$ cat src/pkg/rptac_pkg.sv
// constants and types shared by the rate-pin tracker and active-control mirror
package rptac_pkg;

    // ------------------------------------------------------------
    // register addresses
    // ------------------------------------------------------------
    localparam logic [7:0] ADDR_RATE_PIN_TRACK = 8'h20;
    localparam logic [7:0] ADDR_ACTIVE_CTRL = 8'h21;

    // ------------------------------------------------------------
    // rate_pin_track_ctrl field positions
    // ------------------------------------------------------------
    localparam int TRK_LEVEL_BIT = 7;
    localparam int TRK_RISE_SEEN_BIT = 6;
    localparam int TRK_FALL_SEEN_BIT = 5;
    localparam int TRK_FULL_RISE_BIT = 4;
    localparam int TRK_KEEP_RISE_BIT = 3;
    localparam int TRK_FULL_FALL_BIT = 2;
    localparam int TRK_KEEP_FALL_BIT = 1;
    localparam logic [3:0] TRK_EN_RESET = 4'h0;

    // ------------------------------------------------------------
    // active_control_mirror field positions and reset values
    // ------------------------------------------------------------
    localparam int CTL_MODE_LSB = 12;
    localparam int CTL_PIN2_LSB = 10;
    localparam int CTL_PIN1_LSB = 8;
    localparam int CTL_CHOFF_LSB = 4;
    localparam logic [3:0] CTL_MODE_RESET = 4'h0;
    localparam logic [1:0] CTL_PIN2_RESET = 2'h1;
    localparam logic [1:0] CTL_PIN1_RESET = 2'h3;
    localparam logic [15:0] CTL_RESET_4CH = 16'h0700;

    // ------------------------------------------------------------
    // sample-mode codes
    // ------------------------------------------------------------
    localparam logic [3:0] MODE_ADAPT_1024 = 4'h0;
    localparam logic [3:0] MODE_ADAPT_8 = 4'h3;
    localparam logic [3:0] MODE_PLAIN_1024 = 4'h4;
    localparam logic [3:0] MODE_PLAIN_8 = 4'h7;
    localparam logic [3:0] MODE_SINGLE = 4'h8;
    localparam logic [3:0] MODE_SINGLE_X8 = 4'h9;
    localparam logic [3:0] MODE_FAST = 4'hA;
    localparam logic [3:0] MODE_BURST = 4'hB;
    localparam logic [3:0] MODE_SLEEP = 4'hF;

    // rate index: 0=1024, 1=256, 2=64, 3=8 samples per second
    localparam logic [1:0] RATE_IDX_8SPS = 2'h3;

    // ------------------------------------------------------------
    // dual-function pin selects
    // ------------------------------------------------------------
    localparam logic [1:0] PIN_ALERT = 2'h0;
    localparam logic [1:0] PIN_GP_IN = 2'h1;
    localparam logic [1:0] PIN_GP_OUT = 2'h2;
    localparam logic [1:0] PIN_RATE_IN = 2'h3;

    // conversion timing class
    typedef enum logic [2:0] {
        RPTAC_CONV_ADAPT,
        RPTAC_CONV_PLAIN,
        RPTAC_CONV_SINGLE,
        RPTAC_CONV_SINGLE_X8,
        RPTAC_CONV_FAST,
        RPTAC_CONV_BURST,
        RPTAC_CONV_RESERVED,
        RPTAC_CONV_SLEEP
    } rptac_conv_type;

endpackage

$ cat src/pkg/rptac_pin_if.sv
// synchronised rate-reduce pin level and edge pulses between modules
interface rptac_pin_if;
    logic level;
    logic rise;
    logic fall;

    modport src (
        output level,
        output rise,
        output fall
    );
    modport dst (
        input level,
        input rise,
        input fall
    );
endinterface

$ cat src/core/rptac_pin_sync.sv
// two-stage synchroniser and edge detector for the rate-reduce pin
module rptac_pin_sync (
    // clock and reset
    input wire logic clk_i,
    input wire logic rst_n_i,
    input wire logic ce_i,
    // asynchronous pin
    input wire logic rate_pin_i,
    // synchronised result
    rptac_pin_if.src pin
);

    typedef struct packed {
        logic meta;
        logic sync;
        logic last;
        logic [2:0] primed;
        logic rise;
        logic fall;
    } rptac_sync_type;

    rptac_sync_type st_r;
    rptac_sync_type st_nxt;

    // meta feeds only sync; edges come from sync against last
    always_comb begin
        st_nxt = st_r;
        st_nxt.meta = rate_pin_i;
        st_nxt.sync = st_r.meta;
        st_nxt.last = st_r.sync;
        st_nxt.primed = {st_r.primed[1:0], 1'b1};
        // three samples fill meta, sync and last with the real pin, so a pin
        // already high at reset release does not count as a rising edge
        st_nxt.rise = st_r.primed[2] & st_r.sync & ~st_r.last;
        st_nxt.fall = st_r.primed[2] & ~st_r.sync & st_r.last;
    end

    // state register, frozen while the clock enable is low
    always_ff @(posedge clk_i or negedge rst_n_i) begin
        if (!rst_n_i) begin
            st_r <= '0;
        end else if (ce_i) begin
            st_r <= st_nxt;
        end
    end

    assign pin.level = st_r.last;
    assign pin.rise = st_r.rise & ce_i;
    assign pin.fall = st_r.fall & ce_i;

endmodule

$ cat src/core/rptac_mode_decode.sv
// decode of the active control settings into conversion controls
module rptac_mode_decode (
    // active settings
    input wire logic [15:0] active_ctrl_i,
    input wire logic rate_pin_level_i,
    input wire logic no_skip_i,
    // decoded controls
    output rptac_pkg::rptac_conv_type conv_type_o,
    output logic [1:0] rate_idx_o,
    output logic [1:0] pin1_function_sel_o,
    output logic [1:0] pin2_function_sel_o,
    output logic rate_override_o,
    output logic [3:0] chan_active_o,
    output logic [3:0] ptr_skip_o
);

    logic [3:0] mode;
    logic [3:0] off;

    assign mode = active_ctrl_i[rptac_pkg::CTL_MODE_LSB +: 4];
    assign off = active_ctrl_i[rptac_pkg::CTL_CHOFF_LSB +: 4];
    assign pin1_function_sel_o = active_ctrl_i[rptac_pkg::CTL_PIN1_LSB +: 2];
    assign pin2_function_sel_o = active_ctrl_i[rptac_pkg::CTL_PIN2_LSB +: 2];

    // a high rate-reduce pin on either pin forces 8 samples per second in the adapt and plain modes
    assign rate_override_o = rate_pin_level_i &
        ((pin1_function_sel_o == rptac_pkg::PIN_RATE_IN) |
         (pin2_function_sel_o == rptac_pkg::PIN_RATE_IN));

    // disabled channels leave the round robin and single-shot sequence, except while no_skip_i is set
    assign chan_active_o = ~off;
    assign ptr_skip_o = no_skip_i ? 4'h0 : off;

    // sample-mode classification
    always_comb begin
        rate_idx_o = mode[1:0];
        if (mode <= rptac_pkg::MODE_ADAPT_8) begin
            conv_type_o = rptac_pkg::RPTAC_CONV_ADAPT;
        end else if (mode <= rptac_pkg::MODE_PLAIN_8) begin
            conv_type_o = rptac_pkg::RPTAC_CONV_PLAIN;
        end else if (mode == rptac_pkg::MODE_SINGLE) begin
            conv_type_o = rptac_pkg::RPTAC_CONV_SINGLE;
        end else if (mode == rptac_pkg::MODE_SINGLE_X8) begin
            conv_type_o = rptac_pkg::RPTAC_CONV_SINGLE_X8;
        end else if (mode == rptac_pkg::MODE_FAST) begin
            conv_type_o = rptac_pkg::RPTAC_CONV_FAST;
        end else if (mode == rptac_pkg::MODE_BURST) begin
            conv_type_o = rptac_pkg::RPTAC_CONV_BURST;
        end else if (mode == rptac_pkg::MODE_SLEEP) begin
            conv_type_o = rptac_pkg::RPTAC_CONV_SLEEP;
        end else begin
            conv_type_o = rptac_pkg::RPTAC_CONV_RESERVED;
        end
        // the override only slows free-running rate modes
        if (rate_override_o && (conv_type_o == rptac_pkg::RPTAC_CONV_ADAPT ||
                                conv_type_o == rptac_pkg::RPTAC_CONV_PLAIN)) begin
            rate_idx_o = rptac_pkg::RATE_IDX_8SPS;
        end
    end

endmodule

$ cat src/core/rptac_top.sv
// rate-reduce pin tracker and active control mirror register pair
module rptac_top #(
    parameter int CHANNELS = 4
) (
    // clock, reset, enable
    input wire logic clk_i,
    input wire logic rst_n_i,
    input wire logic ce_i,
    // asynchronous rate-reduce pin
    input wire logic rate_pin_i,
    // register access from the command decoder
    input wire logic [7:0] reg_addr_i,
    input wire logic reg_wr_i,
    input wire logic [15:0] reg_wdata_i,
    output logic [15:0] reg_rdata_o,
    // host snapshot commands, one-cycle pulses
    input wire logic host_snap_full_i,
    input wire logic host_snap_general_i,
    input wire logic host_snap_keep_i,
    // pending control settings and conversion status
    input wire logic [15:0] ctrl_pending_i,
    input wire logic conv_cycle_end_i,
    input wire logic no_skip_i,
    // actions to the measurement datapath
    output logic results_load_o,
    output logic accum_clear_o,
    output logic images_latch_o,
    output logic settings_activate_o,
    output logic limited_full_o,
    output logic limited_keep_o,
    // decoded active settings
    output rptac_pkg::rptac_conv_type conv_type_o,
    output logic [1:0] rate_idx_o,
    output logic [1:0] pin1_function_sel_o,
    output logic [1:0] pin2_function_sel_o,
    output logic rate_override_o,
    output logic [3:0] chan_active_o,
    output logic [3:0] ptr_skip_o,
    output logic mode_change_pending_o
);

    // ------------------------------------------------------------
    // elaboration check and variant reset value
    // ------------------------------------------------------------
    if (CHANNELS < 1 || CHANNELS > 4) begin : g_bad_channels
        $error("CHANNELS must be between 1 and 4");
    end

    // unused upper channels come out of reset switched off
    localparam logic [3:0] CHOFF_RESET = 4'(((1 << (4 - CHANNELS)) - 1));
    localparam logic [15:0] CTL_RESET = rptac_pkg::CTL_RESET_4CH |
        {8'h00, CHOFF_RESET, 4'h0};

    // ------------------------------------------------------------
    // state
    // ------------------------------------------------------------
    typedef struct packed {
        logic rise_seen;
        logic fall_seen;
        logic [3:0] edge_en;          // full rise, keep rise, full fall, keep fall
        logic [15:0] active_ctrl;
        logic [3:0] staged_mode;
        logic mode_wait;
        logic [15:0] rdata;
        logic results_load;
        logic accum_clear;
        logic images_latch;
        logic activate;
        logic lim_full;
        logic lim_keep;
    } rptac_state_type;

    rptac_state_type st_r;
    rptac_state_type st_nxt;

    rptac_pin_if pin_sig ();

    // ------------------------------------------------------------
    // pin synchroniser
    // ------------------------------------------------------------
    rptac_pin_sync u_sync (
        .clk_i(clk_i),
        .rst_n_i(rst_n_i),
        .ce_i(ce_i),
        .rate_pin_i(rate_pin_i),
        .pin(pin_sig.src)
    );

    // ------------------------------------------------------------
    // edge snapshot selection
    // ------------------------------------------------------------
    logic full_on_edge;
    logic keep_on_edge;
    logic host_full;
    logic host_any;
    logic trk_write;
    logic [7:0] trk_view;

    // the full variant takes priority when both are enabled for one edge
    assign full_on_edge = (pin_sig.rise & st_r.edge_en[3]) |
                          (pin_sig.fall & st_r.edge_en[1]);
    assign keep_on_edge = ~full_on_edge &
                          ((pin_sig.rise & st_r.edge_en[2]) |
                           (pin_sig.fall & st_r.edge_en[0]));
    assign host_full = host_snap_full_i | host_snap_general_i;
    assign host_any = host_full | host_snap_keep_i;
    assign trk_write = reg_wr_i & (reg_addr_i == rptac_pkg::ADDR_RATE_PIN_TRACK);

    // live view of the tracker register
    always_comb begin
        trk_view = 8'h00;
        trk_view[rptac_pkg::TRK_LEVEL_BIT] = pin_sig.level;
        trk_view[rptac_pkg::TRK_RISE_SEEN_BIT] = st_r.rise_seen;
        trk_view[rptac_pkg::TRK_FALL_SEEN_BIT] = st_r.fall_seen;
        trk_view[rptac_pkg::TRK_FULL_RISE_BIT] = st_r.edge_en[3];
        trk_view[rptac_pkg::TRK_KEEP_RISE_BIT] = st_r.edge_en[2];
        trk_view[rptac_pkg::TRK_FULL_FALL_BIT] = st_r.edge_en[1];
        trk_view[rptac_pkg::TRK_KEEP_FALL_BIT] = st_r.edge_en[0];
    end

    // ------------------------------------------------------------
    // next-state logic
    // ------------------------------------------------------------
    always_comb begin
        st_nxt = st_r;

        // sticky edge flags: a full host snapshot clears, a new edge
        // in the same cycle sets again so no transition is lost
        if (host_full) begin
            st_nxt.rise_seen = 1'b0;
            st_nxt.fall_seen = 1'b0;
        end
        if (pin_sig.rise) begin
            st_nxt.rise_seen = 1'b1;
        end
        if (pin_sig.fall) begin
            st_nxt.fall_seen = 1'b1;
        end

        // enables change only by a write and take effect at once
        if (trk_write) begin
            st_nxt.edge_en = {reg_wdata_i[rptac_pkg::TRK_FULL_RISE_BIT],
                              reg_wdata_i[rptac_pkg::TRK_KEEP_RISE_BIT],
                              reg_wdata_i[rptac_pkg::TRK_FULL_FALL_BIT],
                              reg_wdata_i[rptac_pkg::TRK_KEEP_FALL_BIT]};
        end

        // action pulses to the datapath
        st_nxt.lim_full = full_on_edge;
        st_nxt.lim_keep = keep_on_edge;
        st_nxt.results_load = host_any | full_on_edge | keep_on_edge;
        // the keep variants never touch the running accumulators
        st_nxt.accum_clear = host_full | full_on_edge;
        // images and activation follow host commands only
        st_nxt.images_latch = host_any;
        st_nxt.activate = host_any;

        // activation of pending settings into the mirror
        if (host_any) begin
            st_nxt.active_ctrl[11:4] = ctrl_pending_i[11:4];
            if (ctrl_pending_i[15:12] != st_r.active_ctrl[15:12]) begin
                // a new sample mode waits for the running cycle to end
                st_nxt.staged_mode = ctrl_pending_i[15:12];
                st_nxt.mode_wait = 1'b1;
            end else begin
                st_nxt.mode_wait = 1'b0;
            end
        end else if (st_r.mode_wait && conv_cycle_end_i) begin
            st_nxt.active_ctrl[15:12] = st_r.staged_mode;
            st_nxt.mode_wait = 1'b0;
        end

        // registered read data, unmapped addresses read as zero
        if (reg_addr_i == rptac_pkg::ADDR_RATE_PIN_TRACK) begin
            st_nxt.rdata = {8'h00, trk_view};
        end else if (reg_addr_i == rptac_pkg::ADDR_ACTIVE_CTRL) begin
            st_nxt.rdata = {st_r.active_ctrl[15:4], 4'h0};
        end else begin
            st_nxt.rdata = 16'h0000;
        end
    end

    // ------------------------------------------------------------
    // state register
    // ------------------------------------------------------------
    always_ff @(posedge clk_i or negedge rst_n_i) begin
        if (!rst_n_i) begin
            st_r <= '0;
            st_r.edge_en <= rptac_pkg::TRK_EN_RESET;
            st_r.active_ctrl <= CTL_RESET;
        end else if (ce_i) begin
            st_r <= st_nxt;
        end
    end

    // ------------------------------------------------------------
    // decode of settings in force
    // ------------------------------------------------------------
    rptac_mode_decode u_decode (
        .active_ctrl_i(st_r.active_ctrl),
        .rate_pin_level_i(pin_sig.level),
        .no_skip_i(no_skip_i),
        .conv_type_o(conv_type_o),
        .rate_idx_o(rate_idx_o),
        .pin1_function_sel_o(pin1_function_sel_o),
        .pin2_function_sel_o(pin2_function_sel_o),
        .rate_override_o(rate_override_o),
        .chan_active_o(chan_active_o),
        .ptr_skip_o(ptr_skip_o)
    );

    // ------------------------------------------------------------
    // outputs
    // ------------------------------------------------------------
    assign reg_rdata_o = st_r.rdata;
    assign results_load_o = st_r.results_load;
    assign accum_clear_o = st_r.accum_clear;
    assign images_latch_o = st_r.images_latch;
    assign settings_activate_o = st_r.activate;
    assign limited_full_o = st_r.lim_full;
    assign limited_keep_o = st_r.lim_keep;
    assign mode_change_pending_o = st_r.mode_wait;

endmodule

$ cat config.mk
export PLATFORM = sky130hd
export DESIGN_NAME = rptac_top
export DESIGN_NICKNAME = d
export VERILOG_FILES = /design/src/pkg/rptac_pkg.sv /design/src/pkg/rptac_pin_if.sv /design/src/core/rptac_pin_sync.sv /design/src/core/rptac_mode_decode.sv /design/src/core/rptac_top.sv
export SDC_FILE = /design/constraint.sdc
export NUM_CORES = 1
export LEC_CHECK = 0
export ABC_AREA = 1
export BUFFER_PORTS_ARGS = -buffer_cell sky130_fd_sc_hd__buf_2
export CELL_PAD_IN_SITES_DETAIL_PLACEMENT = 1
export CELL_PAD_IN_SITES_GLOBAL_PLACEMENT = 1
export CORE_ASPECT_RATIO = 0.8
export CORE_MARGIN = 4
export CORE_UTILIZATION = 30
export DETAILED_ROUTE_END_ITERATION = 10
export PLACE_DENSITY = 0.76
export SKIP_LAST_GASP = 1
export SYNTH_ARGS = -nofsm -noshare
export SYNTH_HDL_FRONTEND = slang
export SYNTH_HIERARCHICAL = 1
export SYNTH_SLANG_ARGS = --single-unit
$ cat constraint.sdc
create_clock -name clk_i -period 1.9 [get_ports clk_i]
set_input_delay 0 -clock clk_i [delete_from_list [all_inputs] [get_ports clk_i]]
set_output_delay 0 -clock clk_i [all_outputs]
set_load 0.01 [all_outputs]
==> results.md, run 1 <==
- The area growth from synthesis to layout is 23.61%.
- The congestion estimate from routability-driven global placement came to 0.7960.
- The max-slew violation count is 0.
- The data arrival time of the critical path is 1.51 ns.
- The vertical die dimension is 90.71 um.
- The worst stage delay on the critical path is 0.51 ns.
- The signal on the critical path passes through inv_1 > nand2_1 > nand2_1 > nor2_1 > nand2_1 > nand2_1 > o21ai_0.
- Sequential cells were found to cover 49.90% of the synthesized design area.
- The fraction of layout instances using a drive strength above 1 is 27.18%.
- The initialized floorplan defines 29 standard-cell rows.
- The number of maximum-capacitance violations is 0.
- The tree is rooted in a sky130_fd_sc_hd__clkbuf_8.
- The data required time of the critical path is 2.08 ns.
- The count of buffer and inverter cells on the critical path is 1.
- The filler cell count is 1030.
- For this configuration, the core starts out at a cell density of 31.56%.
- The share of synthesized area in the top cell type comes to 46.83%.
- The die covers 10100 um2.
- TritonCTS built the clock tree.
- The type of the setup path with the least slack is reg -> reg.
- VDD sags by at most 367.8 uV.
- The run finished with clean final reports.
- The overall die width is 111.4 um.
- Counting every sink on the clock net gives 51.
- The net count of the mapped netlist is 367.
- The slowest stage of the critical path belongs to the cell sky130_fd_sc_hd__dfrtp_1.
- The number of warnings printed during yosys synthesis is 6.
- The worst hold path was traced through 3 stages.
- Setup total negative slack on the finished layout was measured at 0 ns.
- The wire length of the first global-routing pass is 11970 um.
- No sink is reached through more buffers than the 2 on the longest clock path.
- The headroom to the max-slew limit is 63.37%.
- The maximum clock rate is 750.7 MHz.
- The largest area contributor in the synthesized netlist is sky130_fd_sc_hd__dfrtp_1.
- The number of flip-flops and latches in the synthesized netlist is 51.
- 91 I/O pins were placed.
- The overall power of the completed layout is 0.002553 W.
- Input and output buffers added on the ports amount to 73.
- Measured in cells, the most critical reg-to-reg path has a length of 7.
- The leakage power is 1.755 nW.
- STA classifies the critical path startpoint as a flop.
- The aggregate global routing overflow is 0.
- The net count of the finished layout is 439.
- Setup violations remaining at the end of the flow were counted as 0.
- The DRC marker count from the first detailed-route iteration is 78.
- Setup repair after global routing left no endpoint under its margin.
- Counting the buffers created by CTS gives 5.
- The path class of the tightest hold or removal check is in -> reg.
- For the pin with the worst max-slew slack, the measured transition is 0.5495 ns.
- The estimated wirelength of the detail-placed design is 5277 um.
- After synthesis, the mean cell area works out to 8.091 um2.
- The category of cells accounting for the largest share of critical-path delay is flip-flops.
- The clock transition time at the flip-flop clock pins of the worst setup and hold paths is 0.10 ns.
- The initial antenna violation count was 0.
- Power spread over the standard cell area amounts to 805.1 nW/um2.
- Synthesis instantiated 26 different standard cells from the library.
- The via count of the first global-routing pass is 2352.
- Using the TritonRoute via totals, the vias-per-cell ratio works out to 4.545.
- The critical path endpoint category is a flop.
- The post-route clock period utilization is 70.11%.
- The total stage count of the critical path is 7.
- The length of the first detailed-routing pass in iterations is 4.
- The post-synthesis instance total is 317.
- The core area is 8128 um2.
- In this run the remaining antenna-violating nets after routing total 0.
- The worst path in the final design needs a cycle of 1.332 ns, including I/O delays and setup.
- The number of levels the H-tree was split into is 2.
- Entering global routing, the biggest net connects 33 pins.
- The cell that appears most often on the critical path is sky130_fd_sc_hd__nand2_1.
- The global router's overall resource usage is 14.44%.
- The routed layout has 2268 vias.
- In this run the post-CTS setup repair buffer count came out at 0.
- The final number of hold-violating endpoints was 0.
- In the final routed layout, each cell accounts on average for 14.42 um.
- The highest fanout seen on the critical path is 6.
- Summing every instance area after synthesis gives 2565 um2.
- The final layout contains routed wiring with a total length of 7197 um.
- The clock reaches the later pin of the worst-skew pair after 0.30 ns.
- On the final layout, the worst clock skew is 0.008512 ns.
- Ranked by total cell area, the synthesized netlist is headed by sky130_fd_sc_hd__dfrtp_1 (47%), sky130_fd_sc_hd__nand2_1 (18%), sky130_fd_sc_hd__buf_4 (7.6%).
- The remaining design rule violation count is 0.
[path summary, 6_finish.rpt]
kind	startpoint	endpoint	slack (ns)
max in group asynchronous	rst_n_i	st_r[37]	1.05
min	ce_i	u_sync/st_nxt[6]	0.02
min in group asynchronous	rst_n_i	reg_rdata_o[8]	0.22
max	st_r[42]	mode_change_pending_o	0.57
min reg2reg	u_sync/st_nxt[3]	u_sync/st_nxt[3]	0.46
max reg2reg	st_r[42]	mode_change_pending_o	0.57
[per-layer routing]
layer	vias up	share of wire [%]	global-route usage, %
li1	1106	-	-
met1	1117	45	18.76
met2	41	51	24.55
met3	4	4.1	3.416
met4	0	0.68	3.040
met5	-	0	0
[layout by cell type, fill, tap and decap left out, drive strengths merged]
cell type / netlist / final
nand4: 8 / 8
bufinv: 0 / 1
dfrtp: 48 / 48
a21boi: 1 / 1
dlygate4sd3: 0 / 18
o21ai: 17 / 17
conb: 1 / 1
diode: 0 / 1
nand3: 28 / 28
inv: 30 / 31
clkinv: 1 / 1
buf: 31 / 78
clkbuf: 0 / 6
a22o: 1 / 1
nand2: 127 / 127
dfstp: 3 / 3
a21oi: 3 / 3
nor2: 16 / 16
nor3: 2 / 2
[report_power, final]
| part | switching (W) | internal, W |
|---|---|---|
| registers | 0.000106 | 0.00118 |
| clock network | 0.000365 | 0.000399 |
| logic | 0.000304 | 0.000199 |
| total | 0.000775 | 0.00178 |
[layout make-up]
| cell class | instances | area, um2 | share of cell area, % |
|---|---|---|---|
| clock buffer | 6 | 72.57 | 2.289 |
| antenna | 1 | 2.502 | 0.07893 |
| clock inverter | 2 | 38.79 | 1.223 |
| multi-input combinational | 204 | 922.1 | 29.08 |
| timing repair buffer | 96 | 595.6 | 18.78 |
| tap | 108 | 135.1 | 4.262 |
| sequential | 51 | 1280 | 40.37 |
| inverter | 31 | 123.9 | 3.907 |
[registers in the layout, summed over array words and instances (netlist names)]
signal	flops
st_r	22
reg_rdata_o	15
u_sync/st_nxt	4
u_sync/st_r	3
accum_clear_o	1
limited_full_o	1
limited_keep_o	1
mode_change_pending_o	1
results_load_o	1
settings_activate_o	1
u_sync/pin.level	1
[stage by stage]
| stage | utilization, % | cell area [um2] | worst slack (ns) | cells | hold slack, ns |
|---|---|---|---|---|---|
| final | 39.01 | 3171 | 0.5680 | 499 | 0.01681 |
| after global routing | 38.98 | 3168 | 0.4037 | 498 | 0.02219 |
| after CTS | 38.98 | 3168 | 0.5576 | 498 | 0.01091 |
| after detailed placement | 35.39 | 2877 | 0.5586 | 472 | 0.01926 |
| after global placement | 35.39 | 2877 | 0.5846 | 472 | 0.01161 |
| after floorplan | - | 2565 | 0.8274 | 317 | -0.2956 |
[cell families (layout without fill, tap and decap cells)]
group	count (synthesis)	after routing	share of synthesized area (%)
and+or+nand+nor	181	181	31.27
AOI/OAI and AO/OA	22	22	4.537
buffers and inverters	62	135	14.15
DFF	51	51	49.90
other	1	2	0.1462
[repair_timing]
item                                   in CTS  in global routing
resized for setup                           0                  0
hold buffers                               18                  0
endpoints found under the hold margin      35                  0
[cells in the mapped netlist (all sizes together)]
library cell,n
nor2,16
dfrtp,48
a21boi,1
o21ai,17
inv,30
conb,1
nand4,8
nor3,2
nand3,28
buf,31
clkinv,1
nand2,127
dfstp,3
a21oi,3
a22o,1
[worst register-to-register path, stage by stage, from the launching register on]
cell	delay, ns
sky130_fd_sc_hd__dfrtp_1	0.51
sky130_fd_sc_hd__inv_1	0.12
sky130_fd_sc_hd__nand2_1	0.07
sky130_fd_sc_hd__nand2_1	0.04
sky130_fd_sc_hd__nor2_1	0.08
sky130_fd_sc_hd__nand2_1	0.12
sky130_fd_sc_hd__nand2_1	0.16
sky130_fd_sc_hd__o21ai_0	0.10
Note: power is estimated with default switching activity, not from simulation.
==> run 2, diff against run 1 <==
--- a/config.mk
+++ b/config.mk
@@ -5,7 +5,7 @@
 export SDC_FILE = /design/constraint.sdc
 export NUM_CORES = 1
 export LEC_CHECK = 0
-export ABC_AREA = 1
+export ABC_AREA = 0
 export BUFFER_PORTS_ARGS = -buffer_cell sky130_fd_sc_hd__buf_2
 export CELL_PAD_IN_SITES_DETAIL_PLACEMENT = 1
 export CELL_PAD_IN_SITES_GLOBAL_PLACEMENT = 1
@@ -13,7 +13,7 @@
 export CORE_MARGIN = 4
 export CORE_UTILIZATION = 30
 export DETAILED_ROUTE_END_ITERATION = 10
-export PLACE_DENSITY = 0.76
+export PLACE_DENSITY = 0.73
 export SKIP_LAST_GASP = 1
 export SYNTH_ARGS = -nofsm -noshare
 export SYNTH_HDL_FRONTEND = slang
==> constraint.sdc (replaced) <==
create_clock -name clk_i -period 1.3 [get_ports clk_i]
set_input_delay 0 -clock clk_i [delete_from_list [all_inputs] [get_ports clk_i]]
set_output_delay 0 -clock clk_i [all_outputs]
set_load 0.01 [all_outputs]
==> run 2 against run 1 <==
Effect of this change:
- the run now ends with negative setup slack left
- hold slack improved by 0.097 ns
- register-to-register slack got worse by 0.65 ns
- count of clock-buffer cells in the layout increased by 2
- non-clock buffer count rose by 14
- worst setup slack worse by 0.65 ns
- highest routed layer unchanged
- combinational power rose by 97%
- synthesized cell count shrank 41%
- largest power group unchanged
- routed wire length decreased by 15%
- sequential share of layout area is 0.39 points lower
==> results.md, run 2 <==
- The flow ran to the end, but the final reports show violations.
- The final reports fail on negative setup slack.
- The most used flip-flop cell after synthesis is sky130_fd_sc_hd__dfrtp_1.
- After synthesis, the share of flip-flops with an asynchronous set or reset is 100.0%.
- The beginning of the worst register-to-register path is st_r[41].
- The count of unique library cells instantiated by Yosys is 40.
- Clock tree synthesis found a total of 51 sinks.
- By count the netlist is led by sky130_fd_sc_hd__dfrtp_1 (48), sky130_fd_sc_hd__mux2_2 (22), sky130_fd_sc_hd__buf_4 (21), sky130_fd_sc_hd__a22o_1 (15), sky130_fd_sc_hd__inv_1 (10).
- Traced cell by cell, the critical path runs through xnor2_2 > a41oi_4 > mux2_4.
- The most common library cell in the layout ignoring fill and taps is sky130_fd_sc_hd__buf_2.
- The worst stage delay on the critical path is 0.42 ns.
- The min-delay analysis places its worst path in the category in -> reg.
- The net count of the mapped netlist is 236.
- After the first detailed-routing iteration, the DRC count stood at 36.
- The share of synthesized area occupied by flip-flops and latches is 53.81%.
- In this run the most critical hold path is launched from reg_addr_i[1].
- In the finished design, the share of the clock period the worst path needs comes to 106.3%.
- The cell with the biggest individual delay on the critical path is sky130_fd_sc_hd__dfrtp_1.
- VDD sags by at most 565.2 uV.
- Detailed placement finished with a half-perimeter wire length of 4457 um.
- The clock network power share is 25.7%.
- For this configuration, the core starts out at a cell density of 31.43%.
- By area the synthesized netlist is led by sky130_fd_sc_hd__dfrtp_1 (50%), sky130_fd_sc_hd__mux2_2 (10%), sky130_fd_sc_hd__buf_4 (6.6%).
- The fraction of layout instances using a drive strength above 1 is 51.25%.
- The initial antenna violation count came to 0.
- The number of buffers inserted during clock tree synthesis is 5.
- The max-slew violation count came to 0.
- TritonCTS built the clock tree.
- After clock tree synthesis, the clock-pin slew on the worst setup and hold paths is 0.09 ns.
- The worst path in the final design needs a cycle of 1.381 ns, including I/O delays and setup.
- The via count of the first global-routing pass is 1887.
- The core area is 7567 um2.
- The number of maximum-capacitance violations is 0.
- Data arrives at the worst endpoint at 1.57 ns.
- The register with the most flip-flops in the layout has 22 of them.
- The maximum clock rate is 723.9 MHz.
- In this run the worst path has a maximum fanout of 5.
- The repair_antennas step left the layout with diodes totalling 0.
- In this run the power spent charging and discharging nets is 0.001078 W.
- The CTS root buffer is sky130_fd_sc_hd__clkbuf_8.
- st_r holds more flip-flops than any other register.
- The worst setup path is of the reg -> reg kind.
- The total area of sequential cells is 1281 um2.
- The category of cells accounting for the largest share of critical-path delay is flip-flops.
- The smallest setup slack after layout is -0.08143 ns.
- The aggregate global routing overflow is 0.
- The initialized floorplan defines 28 standard-cell rows.
- The number of levels the H-tree was split into is 2.
- 91 I/O pins were placed.
- The final number of hold-violating endpoints is 0.
- The cell area after technology mapping is 2379 um2.
- The worst-case register-to-register setup slack is -0.08 ns.
- For the final database, setup skew stands at 0.006637 ns.
- In this run the remaining antenna-violating nets after routing total 0.
- The total stage count of the critical path is 3.
- The first global-routing pass estimated 9687 um of wire.
- The vertical die dimension is 87.64 um.
- Net switching is 27.99% of the power.
- The internal portion of the total power is 0.002774 W.
- The global router's overall resource usage is 13.17%.
- The relative area change from synthesis to final layout is 34.72%.
- After detailed routing, the number of remaining DRC violations is 0.
- The cell count after synthesis came out at 186.
- The net count of the finished layout is 328.
- The number of buffers and inverters on the critical path is 0.
- The number of enable flip-flop cells after synthesis is 0.
- In this run the critical register-to-register path is captured at st_r[24].
- Clock latency on the worst-skew pair, taken at its later pin, is 0.30 ns.
- The worst setup path is captured at a flop.
- The area of combinational cells with multiple inputs is 933.4 um2.
- The leakage power is 1.576 nW.
- The overall die width is 107.6 um.
- The tightest hold path in the finished design has a slack of 0.1135 ns.
- Entering global routing, the biggest net connects 52 pins.
- In this run the worst setup path begins at st_r[41].
- The transition time at the pin with the least slew margin is 0.5494 ns.
- The overall power of the completed layout is 0.003852 W.
- Dividing the detail-routed wire length by the instance count gives 15.87 um.
- The detailed router placed 1757 vias in this run.
- The setup-violating endpoint count in the final report is 6.
- The biggest area contributor in the post-synthesis netlist is sky130_fd_sc_hd__dfrtp_1.
- In this run the mean area of a mapped cell was 12.79 um2.
- The floorplan step defined a die boundary enclosing 9426 um2.
- The power per unit of standard cell area is 1202 nW/um2.
- Setup repair after global routing could not meet its margin everywhere.
- The combinational cell fraction of total power is 25.8%.
- The placer's final routability congestion estimate is 0.6999.
- The number of flip-flops and latches in the synthesized netlist is 51.
- No sink is reached through more buffers than the 2 on the longest clock path.
- The portion of synthesized cell area occupied by the leading cell type is 50.50%.
- The number of warnings printed during yosys synthesis is 6.
- The worst register-to-register path has a depth of 3.
- The total length of routed wires is 6093 um.
- The first TritonRoute pass finished after 4 iterations.
- The share of total power dissipated in sequential elements is 48.5%.
- The data required time of the critical path is 1.49 ns.
- In the layout the commonest cells are sky130_fd_sc_hd__buf_2 (73), sky130_fd_sc_hd__dfrtp_1 (47), sky130_fd_sc_hd__mux2_2 (18), sky130_fd_sc_hd__dlygate4sd3_1 (18).
- Headroom to the max-slew limit came out at 63.33%.
- In this run the worst setup path terminates at st_r[24].
- The worst setup path is launched from a flop.
- In this run the tool buffered the top-level ports with 73 buffer cells.
- The vias per cell is 4.576.
- Yosys instantiated no cell more often than sky130_fd_sc_hd__dfrtp_1.
- After filler insertion, the fill cell instance count of the layout stands at 830.
## run 2: cell types whose count changed after synthesis, sizes merged, moves of 7 or more
cell	before	now
nand4	8	1
a22o	1	15
o21ai	17	5
mux2	0	25
nand2	127	3
nand3	28	2
inv	30	10
buf	31	22
nor2	16	8
## run 2: cell families (layout without fill, tap and decap cells)
group	count (synthesis)	after routing	synth area share, %
other	1	1	0.1577
buffers and inverters	35	128	9.153
muxes	29	29	13.99
xor gates and xnor gates	4	4	1.473
and+or+nand+nor	31	31	8.522
AOI/OAI and AO/OA	35	35	12.89
DFF	51	51	53.81
## run 2: repair_timing
item                                    CTS  global route
hold buffers                             17             1
resized for setup                         3             7
pin swaps                                 1             5
buffers inserted                          0             3
endpoints found under the setup margin    8            10
endpoints found under the hold margin    68             1
## run 2: metal layers
metal  vias up  part of all wire [%]  GRT usage [%]
li1        825                     -              -
met1       882                    45          17.05
met2        46                    49          22.40
met3         4                   5.7          3.537
met4         0                  0.67          2.752
met5         -                     0              0
## run 2: metrics by stage
| stage | instance area [um2] | instances | setup TNS [ns] | worst slack [ns] | util [%] |
|---|---|---|---|---|---|
| 5_1_grt | 3204 | 384 | -0.8943 | -0.1205 | 42.34 |
| 3_5_place_dp | 2856 | 355 | -0.6513 | -0.08942 | 37.75 |
| 2_1_floorplan | 2395 | 186 | -0.1097 | -0.02741 | - |
| 6_report | 3204 | 384 | -0.3550 | -0.08143 | 42.34 |
| 3_3_place_gp | 2856 | 355 | -0.1611 | -0.03726 | 37.75 |
| 4_1_cts | 3149 | 380 | -0.4118 | -0.07693 | 41.62 |
## run 2: final cells by class
cell class,instances,share of cell area [%]
clock buffers,8,3.124
inverters,10,1.171
multi-input cells,100,29.13
flip-flops and latches,51,39.98
well taps,105,4.100
repair buffers,110,22.49
## run 2: power groups by stage
stage | clock network, W | logic (W) | registers, W
CTS | 0.00103 | 0.000930 | 0.00187
global route | 0.00108 | 0.00109 | 0.00189
global placement | 0 | 0.000828 | 0.00188
detailed placement | 0 | 0.000861 | 0.00189
finish | 0.000990 | 0.000992 | 0.00187
floorplan | 0 | 0.000473 | 0.00189
## run 2: worst register-to-register path, cell delays in order (launching register included)
cell	delay [ns]
sky130_fd_sc_hd__dfrtp_1	0.42
sky130_fd_sc_hd__xnor2_2	0.16
sky130_fd_sc_hd__a41oi_4	0.36
sky130_fd_sc_hd__mux2_4	0.33
## run 2: worst min-delay path by stage
| stage | cells past startpoint | endpoint | slack, ns |
|---|---|---|---|
| global placement | 2 | st_r[25] | 0.008 |
| detailed placement | 2 | mode_change_pending_o | 0.01 |
| CTS | 2 | st_r[24] | -0.02 |
| global route | 4 | reg_rdata_o[7] | 0.12 |
| finish | 4 | reg_rdata_o[6] | 0.11 |
| floorplan | 0 | accum_clear_o | -0.30 |
